==> src/rtl/lrm_pkg.sv <==
/*
 * Constants for the link reliability monitor: register offsets, field
 * positions, reset values and timing counts.
 * Assumes a 40 MHz core clock and a 32-bit register port.
 */
// Notes on behaviour
// - Error tally is 8 bits in counter bits 7:0, saturating, one step per error.
// - Tally clears on link retrain request or link down (Detect).
// - Rising enable clears both tally and window count.
// - Once link judged unreliable, both counters freeze unless a clear applies.
// - Tally restarts from zero when window count equals programmed period.
// - Counters keep running while the monitor is disabled.
// - Window count is 24 bits in counter bits 31:8, microsecond steps, saturating.
// - Window count clears on link retrain request or full retrain through Detect.
// - Window count restarts from zero when it equals the programmed period.
// - Sticky write-one-clear unreliable flag sets when tally reaches threshold while enabled.
// - Threshold resets to 0xff, period to 0xffffff; software avoids zero.
// - Error type select: 0 counts bit errors, 1 counts link-state errors.
// - Enable bit defaults to zero and gates the decision and flagging.
package lrm_pkg;
  // ==========================================================
  // Register map
  localparam logic [11:0] ctrl_off = 12'h560;
  localparam logic [11:0] stat_off = 12'h564;
  localparam logic [11:0] thr_off = 12'h568;
  localparam logic [11:0] cnt_off = 12'h56c;
  localparam logic [11:0] irq_mask_off = 12'h570;
  localparam logic [11:0] irq_stat_off = 12'h574;
  // ==========================================================
  // Fields
  localparam int en_bit = 0;
  localparam int type_bit = 1;
  localparam int flag_bit = 0;
  localparam int tally_w = 8;
  localparam int window_w = 24;
  localparam int window_lsb = 8;
  // ==========================================================
  // Reset values
  localparam logic [7:0] thr_rst = 8'hff;
  localparam logic [23:0] period_rst = 24'hffffff;
  // ==========================================================
  // Timing
  localparam int clk_mhz = 40;
  localparam int tick_ns = 1000;
  localparam int clk_ns = 25;
  localparam int tick_cycles = tick_ns / clk_ns;
endpackage : lrm_pkg

==> src/rtl/lrm_tick.sv <==
/*
 * Microsecond tick prescaler.
 * Assumes the core clock rate given in lrm_pkg.
 */
`timescale 1ns/100ps
module lrm_tick (
  // Clock and reset
  input wire logic clk_sys,
  input wire logic rstn,
  // Tick out
  output logic tick
);
  logic [7:0] div_q;

  always_ff @(posedge clk_sys) begin
    if (!rstn) begin
      div_q <= 8'h00;
    end else if (div_q == 8'(lrm_pkg::tick_cycles - 1)) begin
      div_q <= 8'h00;
    end else begin
      div_q <= div_q + 8'h01;
    end
  end

  assign tick = (div_q == 8'(lrm_pkg::tick_cycles - 1));
endmodule : lrm_tick

==> src/rtl/lrm_sat_cnt.sv <==
/*
 * Saturating counter with clear, freeze and restart inputs.
 * Clear beats freeze beats restart beats counting.
 */
`timescale 1ns/100ps
module lrm_sat_cnt #(
  parameter int W = 8
) (
  // Clock and reset
  input wire logic clk_sys,
  input wire logic rstn,
  // Control
  input wire logic clr,
  input wire logic freeze,
  input wire logic restart,
  input wire logic inc,
  // Count
  output logic [W-1:0] count
);
  logic [W-1:0] cnt_q;

  always_ff @(posedge clk_sys) begin
    if (!rstn) begin
      cnt_q <= '0;
    end else if (clr) begin
      cnt_q <= '0;
    end else if (freeze) begin
      cnt_q <= cnt_q;
    end else if (restart) begin
      cnt_q <= '0;
    end else if (inc && cnt_q != '1) begin
      cnt_q <= cnt_q + 1'b1;
    end
  end

  assign count = cnt_q;
endmodule : lrm_sat_cnt

==> src/rtl/link_error_rate_monitor_counters.sv <==
/*
 * Link reliability monitor: error tally and window counters, controls,
 * sticky unreliable flag, interrupt, and register port.
 * Assumes error and link-state inputs are single-cycle synchronous pulses
 * or levels from the link training and error logic.
 */
// Strobed register access was left to the implementer.
`timescale 1ns/100ps
module link_error_rate_monitor_counters (
  // Clock and reset
  input wire logic clk_sys,
  input wire logic rstn,
  // Register port
  input wire logic [11:0] reg_addr,
  input wire logic [31:0] reg_wdata,
  input wire logic reg_wr,
  input wire logic reg_rd,
  output logic [31:0] reg_rdata,
  // Link events
  input wire logic link_retrain_request,
  input wire logic ltssm_in_detect,
  input wire logic lcrc_error,
  input wire logic l0_to_recovery_local,
  // Status out
  output logic unreliable_link_flag,
  output logic irq
);
  // ==========================================================
  // Control registers
  logic en_q;
  logic type_q;
  logic en_prev_q;
  logic [7:0] thr_q;
  logic [23:0] period_q;
  logic flag_q;
  logic irq_mask_q;
  logic irq_stat_q;
  logic [31:0] rdata_q;
  logic tick;
  logic [7:0] error_tally;
  logic [23:0] window_elapsed_count;
  logic clr_all;
  logic clr_link;
  logic period_hit;
  logic err_evt;
  logic flag_set;

  always_ff @(posedge clk_sys) begin
    if (!rstn) begin
      en_q <= 1'b0;
      type_q <= 1'b0;
      thr_q <= lrm_pkg::thr_rst;
      period_q <= lrm_pkg::period_rst;
      irq_mask_q <= 1'b0;
    end else if (reg_wr) begin
      if (reg_addr == lrm_pkg::ctrl_off) begin
        en_q <= reg_wdata[lrm_pkg::en_bit];
        type_q <= reg_wdata[lrm_pkg::type_bit];
      end
      if (reg_addr == lrm_pkg::thr_off) begin
        thr_q <= reg_wdata[lrm_pkg::tally_w-1:0];
        period_q <= reg_wdata[31:lrm_pkg::window_lsb];
      end
      if (reg_addr == lrm_pkg::irq_mask_off) begin
        irq_mask_q <= reg_wdata[lrm_pkg::flag_bit];
      end
    end
  end

  always_ff @(posedge clk_sys) begin
    if (!rstn) begin
      en_prev_q <= 1'b0;
    end else begin
      en_prev_q <= en_q;
    end
  end

  // ==========================================================
  // Counter conditions
  // Retrain or link-down clears both; enable rising clears both.
  assign clr_link = link_retrain_request | ltssm_in_detect;
  assign clr_all = clr_link | (en_q & ~en_prev_q);
  assign period_hit = (window_elapsed_count == period_q);
  assign err_evt = type_q ? l0_to_recovery_local : lcrc_error;

  // Freeze acts on the flag only; counters ignore the enable itself.
  lrm_tick u_tick (
    .clk_sys(clk_sys),
    .rstn(rstn),
    .tick(tick)
  );

  lrm_sat_cnt #(.W(lrm_pkg::tally_w)) u_tally (
    .clk_sys(clk_sys),
    .rstn(rstn),
    .clr(clr_all),
    .freeze(flag_q),
    .restart(period_hit),
    .inc(err_evt),
    .count(error_tally)
  );

  lrm_sat_cnt #(.W(lrm_pkg::window_w)) u_window (
    .clk_sys(clk_sys),
    .rstn(rstn),
    .clr(clr_all),
    .freeze(flag_q),
    .restart(period_hit),
    .inc(tick),
    .count(window_elapsed_count)
  );

  // ==========================================================
  // Unreliable flag and interrupt
  // Judgement waits one cycle after enable rises, so a tally gathered
  // while disabled cannot raise a false flag in the clearing cycle.
  assign flag_set = en_q & en_prev_q & (error_tally >= thr_q);

  always_ff @(posedge clk_sys) begin
    if (!rstn) begin
      flag_q <= 1'b0;
    end else if (flag_set) begin
      flag_q <= 1'b1;
    end else if (reg_wr && reg_addr == lrm_pkg::stat_off && reg_wdata[lrm_pkg::flag_bit]) begin
      flag_q <= 1'b0;
    end
  end

  // Set wins over read-clear so a coincident event is kept.
  always_ff @(posedge clk_sys) begin
    if (!rstn) begin
      irq_stat_q <= 1'b0;
    end else if (flag_set && !flag_q) begin
      irq_stat_q <= 1'b1;
    end else if (reg_rd && reg_addr == lrm_pkg::irq_stat_off) begin
      irq_stat_q <= 1'b0;
    end
  end

  assign irq = irq_stat_q & irq_mask_q;
  assign unreliable_link_flag = flag_q;

  // ==========================================================
  // Read port
  always_ff @(posedge clk_sys) begin
    if (!rstn) begin
      rdata_q <= 32'h00000000;
    end else if (reg_rd) begin
      case (reg_addr)
        lrm_pkg::ctrl_off: rdata_q <= {30'h0, type_q, en_q};
        lrm_pkg::stat_off: rdata_q <= {31'h0, flag_q};
        lrm_pkg::thr_off: rdata_q <= {period_q, thr_q};
        lrm_pkg::cnt_off: rdata_q <= {window_elapsed_count, error_tally};
        lrm_pkg::irq_mask_off: rdata_q <= {31'h0, irq_mask_q};
        lrm_pkg::irq_stat_off: rdata_q <= {31'h0, irq_stat_q};
        default: rdata_q <= 32'h00000000;
      endcase
    end else begin
      rdata_q <= 32'h00000000;
    end
  end

  assign reg_rdata = rdata_q;
endmodule : link_error_rate_monitor_counters

==> config.mk <==
export PLATFORM = sky130hd
export DESIGN_NAME = link_error_rate_monitor_counters
export DESIGN_NICKNAME = d
export VERILOG_FILES = /design/src/rtl/lrm_pkg.sv /design/src/rtl/lrm_tick.sv /design/src/rtl/lrm_sat_cnt.sv /design/src/rtl/link_error_rate_monitor_counters.sv
export SDC_FILE = /design/constraint.sdc
export NUM_CORES = 1
export LEC_CHECK = 0
export BUFFER_PORTS_ARGS = -buffer_cell sky130_fd_sc_hd__buf_2
export CORE_ASPECT_RATIO = 0.75
export CORE_UTILIZATION = 50
export DETAILED_ROUTE_END_ITERATION = 16
export GPL_TIMING_DRIVEN = 0
export PLACE_DENSITY = 0.8
export SYNTH_ARGS = -nofsm -noshare
export SYNTH_HDL_FRONTEND = slang
export SYNTH_SLANG_ARGS = --single-unit
==> constraint.sdc <==
create_clock -name clk_sys -period 7.5 [get_ports clk_sys]
set_input_delay 1.5 -clock clk_sys [delete_from_list [all_inputs] [get_ports clk_sys]]
set_output_delay 1.5 -clock clk_sys [all_outputs]
set_load 0.02 [all_outputs]
==> reports/results.tsv, run 1 <==
metric	value	unit
die area	10790	sq um
Filler Cell Count	855	
hold path depth	1	
first-pass GRT wire length	22.65	mm
# setup viols final	0	
worst-path fanout max	9	
dpl hpwl	10.57	mm
worst endpoint data arrival time	4000	ps
WP buf/inv	2	
IO Pins	86	
detailed-route DRC error count	0	
Reg-to-Reg Start	en_q	
Post-CTS Setup Bufs	0	
initial antenna violation count	0	
part of the Yosys area used for sequential elements	42.45	%
PnR worst setup slack	3765	ps
Die Y	90.21	um
Final min period	3735	ps
RSZ-0062 raised after global routing	no	
DR vias/cell	5.675	
routed vias	4750	
met2 routed WL	6.359	mm
Worst-Margin Slew	962.4	ps
synthesized net count	668	
Area growth syn-to-layout	16.93	%
placed cell area	5773	sq um
row cnt	31	
Slew Limit Fails	0	
critical path, cell by cell	buf_2 > nor4b_2 > inv_1 > a21oi_1 > nand2_1 > o31ai_1	
Simple-Gate Fraction of Synth Area	27.30	%
share of cells above drive strength 1	17.45	%
Hold Vio Cnt, Final	0	
Sw Pwr	0.0002667	W
CP endpoint kind	flop	
largest family of logic cells by synthesized area	simple AND/OR/NAND/NOR gates	
Max Used Layer	met4	
deepest clock path buffer count	2	
TritonCTS buffer count	9	
CTS clock-pin slew for the worst setup and hold paths	80	ps
IO buf count	84	
Adder-Cell Fraction of Synth Area	2.653	%
P_int	0.0008401	W
Post-Synthesis Cells	605	
Post-synth EDFFs	0	
WL final	14.16	mm
Top FF cell, synth	dfxtp_1	
Post-layout nets	763	
power share of the combinational group	4.5	%
sequential share of power	53.0	%
Initial Util	52.65	%
Fmax	267.7	MHz
relative slew slack	35.54	%
CTS Sinks	110	
Hold EP	u_tick.div_q[0]	
Ys Warns	0	
outcome	completed	
Top Family by Delay on Critical Path	simple AND/OR/NAND/NOR gates	
CP peak stage delay	680	ps
largest net degree at the start of global routing	21	
worst skew pair latency	350	ps
Worst R2R End	u_window.count[9]	
overall routing resource usage	26.91	%
number of global-route vias before repair	4498	
Reg2Reg Depth	6	
crit share post-route	49.80	%
# H-tree levels	3	
post-cts resize count	0	
Worst Path Required	7760	ps
DRT Pass-1 Iters	5	
Root Driver	clkbuf_16	
drt wl/cell	16.92	um
placed instance count	821	
crit path kind	input pin to flop	
setup slack at placement	3488	ps
leakage power	2.649	nW
GR Overflow Total	0	
Compound-Gate Fraction of Synth Area	8.587	%
Max VDD drop	0.1237	mV
Design Area, Final	6066	sq um
final setup TNS	0	ps
clock power share	42.5	%
mux contribution to synthesized area	8.321	%
HP Class	flop to flop	
R2R Setup Slk	4600	ps
hold_buf cts	0	
startpoint types	input pin	
met3 routed WL	959	um
Synth Area in XOR/XNOR	6.247	%
antenna-violating nets left	0	
number of inserted diodes	0	
gpl congestion	0.9319	
clock skew	7.904	ps
Non-Filler Instances	837	
switch share	24.09	%
Yosys reg bits	110	
Avg Inst Size Synth	8.574	sq um
pwr dens	182.5	nW/um^2
Synth cell types	58	
Max Cap Violations	0	
Core Area	9852	sq um
TritonCTS clock tree	yes	
FFs w/ async S/R, synth	0	%
die width	119.6	um
Critical-path top delay cell	nor4b_2	
HP Start	u_tick.div_q[0]	
met1 WL	6.602	mm
Iteration-0 DRC Markers	375	
Post-Syn Area	5187	sq um
-- kinds of logic after synthesis --
logic type,count (synthesis)
and+or+nand+nor,285
buffers and inverters,53
DFF,110
adders and majority gates,11
xor gates and xnor gates,37
muxes,43
AOI/OAI and AO/OA,66
-- cells in the mapped netlist, types with 7 or more instances --
cell type	count	area, sq um
dfxtp_1	110	2202
and2_1	7	43.79
o211ai_1	8	60.06
ha_1	11	137.6
nand4_1	22	137.6
xnor2_1	29	254.0
xor2_1	8	70.07
a21oi_1	14	70.07
nor2_1	59	221.5
o21ai_0	8	40.04
nand2_1	89	334.1
inv_1	16	60.06
clkbuf_1	23	86.33
and3_1	10	62.56
nand3_1	56	280.3
mux2i_1	42	420.4
buf_2	10	50.05
-- registers in the layout, summed over array words and instances (netlist names) --
| name | count |
|---|---|
| irq_mask_q | 1 |
| type_q | 1 |
| reg_rdata | 32 |
| u_window.count | 24 |
| thr_q | 8 |
| irq_stat_q | 1 |
| u_tally.count | 8 |
| u_tick.div_q | 8 |
| en_prev_q | 1 |
| unreliable_link_flag | 1 |
| en_q | 1 |
| period_q | 24 |
-- cell usage in the layout, fill, tap and decap left out, types with 3 or more instances in the layout --
master / instances
clkinv_4: 3
and2_1: 7
or3_1: 4
o31ai_1: 5
mux2i_1: 42
nand2_1: 89
and4_1: 4
nand2b_1: 6
o21ai_0: 8
nand3b_1: 4
a21oi_1: 14
clkbuf_1: 23
or4_1: 5
xnor2_1: 29
o22ai_1: 4
nand4_1: 22
a21o_1: 3
buf_2: 94
o211ai_1: 8
ha_1: 11
dfxtp_1: 110
xor2_1: 8
nor2b_1: 3
nor4_1: 4
a21boi_0: 3
nor2_1: 59
a31oi_1: 4
clkbuf_16: 9
nand3_1: 56
and3_1: 10
inv_1: 16
-- metal layers --
metal	vias to the layer above	GRT usage [%]
li1	2307	-
met1	2207	37.52
met2	211	41.81
met3	25	5.457
met4	0	7.917
met5	-	0
-- worst max-delay path by stage --
stage	end	startpoint	slack, ps	cells after the start
finish	u_window.count[9]	rstn	3760	6
global route	u_window.count[16]	rstn	3600	6
CTS	u_window.count[9]	rstn	3840	6
detailed placement	u_window.count[9]	rstn	3490	6
global placement	u_window.count[8]	rstn	3490	6
floorplan	period_q[10]	reg_addr[1]	4130	8
-- stage by stage --
| step | utilization (%) | hold WS [ps] | power, W |
|---|---|---|---|
| floorplan | - | 429.9 | 0.0006263 |
| global placement | 58.60 | 445.0 | 0.0006481 |
| detailed placement | 58.60 | 475.7 | 0.0006496 |
| CTS | 61.57 | 493.0 | 0.001109 |
| global route | 61.57 | 499.8 | 0.001144 |
| finish | 61.57 | 483.0 | 0.001107 |
-- final cells by class --
| class | count | area, sq um | share of cell area, % |
|---|---|---|---|
| Inverter | 16 | 60.06 | 0.9901 |
| Timing Repair Buffer | 84 | 420.4 | 6.931 |
| Clock inverter | 7 | 67.56 | 1.114 |
| Clock buffer | 9 | 225.2 | 3.713 |
| Tap cell | 132 | 165.2 | 2.723 |
| Sequential cell | 110 | 2202 | 36.30 |
| Buffer | 37 | 170.2 | 2.805 |
| Multi-Input combinational cell | 442 | 2755 | 45.42 |
-- power by group through the flow --
stage                     clock network (W)  registers [W]  logic [W]
after floorplan                           0       0.000600  0.0000262
after detailed placement                  0       0.000600  0.0000491
after CTS                          0.000473       0.000587  0.0000495
after global placement                    0       0.000600  0.0000479
after global routing               0.000503       0.000587  0.0000546
final                              0.000470       0.000587  0.0000503
Power figures use the tool's default switching activity.
==> run 2, diff against run 1 <==
--- a/config.mk
+++ b/config.mk
@@ -10,7 +10,7 @@
 export CORE_UTILIZATION = 50
 export DETAILED_ROUTE_END_ITERATION = 16
 export GPL_TIMING_DRIVEN = 0
-export PLACE_DENSITY = 0.8
+export PLACE_DENSITY = 0.83
 export SYNTH_ARGS = -nofsm -noshare
 export SYNTH_HDL_FRONTEND = slang
 export SYNTH_SLANG_ARGS = --single-unit
==> constraint.sdc (replaced) <==
create_clock -name clk_sys -period 3.2 [get_ports clk_sys]
set_input_delay 0.64 -clock clk_sys [delete_from_list [all_inputs] [get_ports clk_sys]]
set_output_delay 0.64 -clock clk_sys [all_outputs]
set_load 0.02 [all_outputs]
==> reports/results.tsv, run 2 (synthesis gave the netlist of run 1 again) <==
metric	value	unit	change
placed instance count	821		unchanged
TritonCTS buffer count	9		unchanged
TritonCTS clock tree	yes		unchanged
Hold Vio Cnt, Final	0		unchanged
Crit. Startpoint	en_q		was rstn
commonest non-fill, non-tap cell in the layout	dfxtp_1		unchanged
Filler Cell Count	876		was 855
Design Area, Final	6065	sq um	was 6066 sq um
startpoint types	flop		was input pin
Post-CTS Setup Bufs	0		unchanged
Reg-to-Reg Start	en_q		unchanged
WP buf/inv	1		was 2
deepest clock path buffer count	2		unchanged
clock skew	7.332	ps	was 7.904 ps
Max Cap Violations	0		unchanged
detailed-route DRC error count	0		unchanged
first-pass GRT wire length	22.87	mm	was 22.65 mm
largest net degree at the start of global routing	18		was 21
worst-path fanout max	9		unchanged
Fmax	336.7	MHz	
drt wl/cell	16.81	um	was 16.92 um
crit share post-route	92.83	%	
overall routing resource usage	27.15	%	was 26.91%
WL final	14.07	mm	was 14.16 mm
Iteration-0 DRC Markers	489		was 375
number of inserted diodes	0		unchanged
post-cts resize count	0		unchanged
HP Class	flop to flop		unchanged
Worst Path Required	3460	ps	was 7760 ps
Storage cell area	2202	sq um	unchanged
Worst-Margin Slew	934.6	ps	was 962.4 ps
die width	119.6	um	unchanged
placed cell area	5773	sq um	unchanged
CTS clock-pin slew for the worst setup and hold paths	70	ps	was 80 ps
Non-Filler Instances	837		unchanged
# setup viols final	0		unchanged
DR vias/cell	5.686		was 5.675
outcome	completed		unchanged
Total Power	0.002603	W	was 0.001107 W
CP peak stage delay	710	ps	was 680 ps
Die Y	90.21	um	unchanged
RSZ-0062 raised after global routing	no		unchanged
CTS Sinks	110		unchanged
crit path kind	flop to flop		was input pin to flop
Post-layout nets	763		unchanged
Root Driver	clkbuf_16		unchanged
relative slew slack	37.40	%	was 35.54%
GR Overflow Total	0		unchanged
hold_buf cts	0		unchanged
share of cells above drive strength 1	17.16	%	was 17.45%
CP endpoint kind	flop		unchanged
initial antenna violation count	0		unchanged
DRT Pass-1 Iters	5		unchanged
# H-tree levels	3		unchanged
critical path, cell by cell	nor2b_1 > nor4b_2 > inv_1 > a21oi_1 > nand2_1 > o31ai_1		was buf_2 > nor4b_2 > inv_1 > a21oi_1 > nand2_1 > o31ai_1
dpl hpwl	10.61	mm	was 10.57 mm
antenna-violating nets left	0		unchanged
worst endpoint data arrival time	3230	ps	was 4000 ps
most frequent cells in the layout	dfxtp_1 (110), buf_2 (94), nand2_1 (89)		unchanged
leakage power	2.651	nW	was 2.649 nW
max reg flops	32		unchanged
pwr dens	429.2	nW/um^2	was 182.5 nW/um^2
number of global-route vias before repair	4548		was 4498
final setup TNS	0	ps	unchanged
worst skew pair latency	350	ps	about the same
Top Family by Delay on Critical Path	simple AND/OR/NAND/NOR gates		unchanged
Initial Util	52.65	%	unchanged
Max VDD drop	0.3110	mV	was 0.1237 mV
Slew Limit Fails	0		unchanged
HP Start	u_tick.div_q[0]		unchanged
Core Area	9852	sq um	unchanged
Area growth syn-to-layout	16.91	%	was 16.93%
gpl congestion	0.9298		was 0.9319
die area	10790	sq um	unchanged
Critical-path top delay cell	nor4b_2		unchanged
IO Pins	86		unchanged
row cnt	31		unchanged
Core Util, Final	61.56	%	was 61.57%
multi-input logic area	2755	sq um	unchanged
routed vias	4759		was 4750
Final min period	2970	ps	
IO buf count	84		unchanged
==> run 2: final timing paths <==
kind,to,slack [ps],cells after the start
hold reg to reg,u_tick.div_q[0],470,1
setup / recovery,u_window.count[14],230,6
setup reg to reg,u_window.count[14],230,6
hold / removal,u_tick.div_q[0],470,1
==> run 2: routing by layer <==
metal	GRT usage, %	wire length (um)	up-vias
met4	9.271	291	0
met3	6.345	1261	23
met1	36.41	6149	2210
met5	0	0	-
li1	-	-	2305
met2	42.68	6369	221
==> run 2: layout make-up <==
class / instances / area share (%)
multi-input cells: 442 / 45.43
flip-flops and latches: 110 / 36.31
repair buffers: 84 / 6.932
clock buffers: 11 / 3.837
plain buffers: 37 / 2.806
well taps: 132 / 2.723
inverters: 16 / 0.9903
clock inverters: 5 / 0.9697
==> run 2: through the flow <==
step / setup slack [ps] / hold WS (ps)
finish: 229.6 / 466.3
floorplan: 690.6 / 429.9
CTS: 373.8 / 473.8
global route: 85.78 / 508.9
detailed placement: 62.58 / 457.6
global placement: 42.27 / 446.1
==> run 2: report_power, final <==
| group | switching (W) | internal (W) | leakage [nW] |
|---|---|---|---|
| clock | 0.000500 | 0.000611 | 0.141 |
| combinational | 0.0000645 | 0.0000526 | 1.62 |
| sequential | 0.00000378 | 0.00137 | 0.888 |
| total | 0.000568 | 0.00203 | 2.65 |
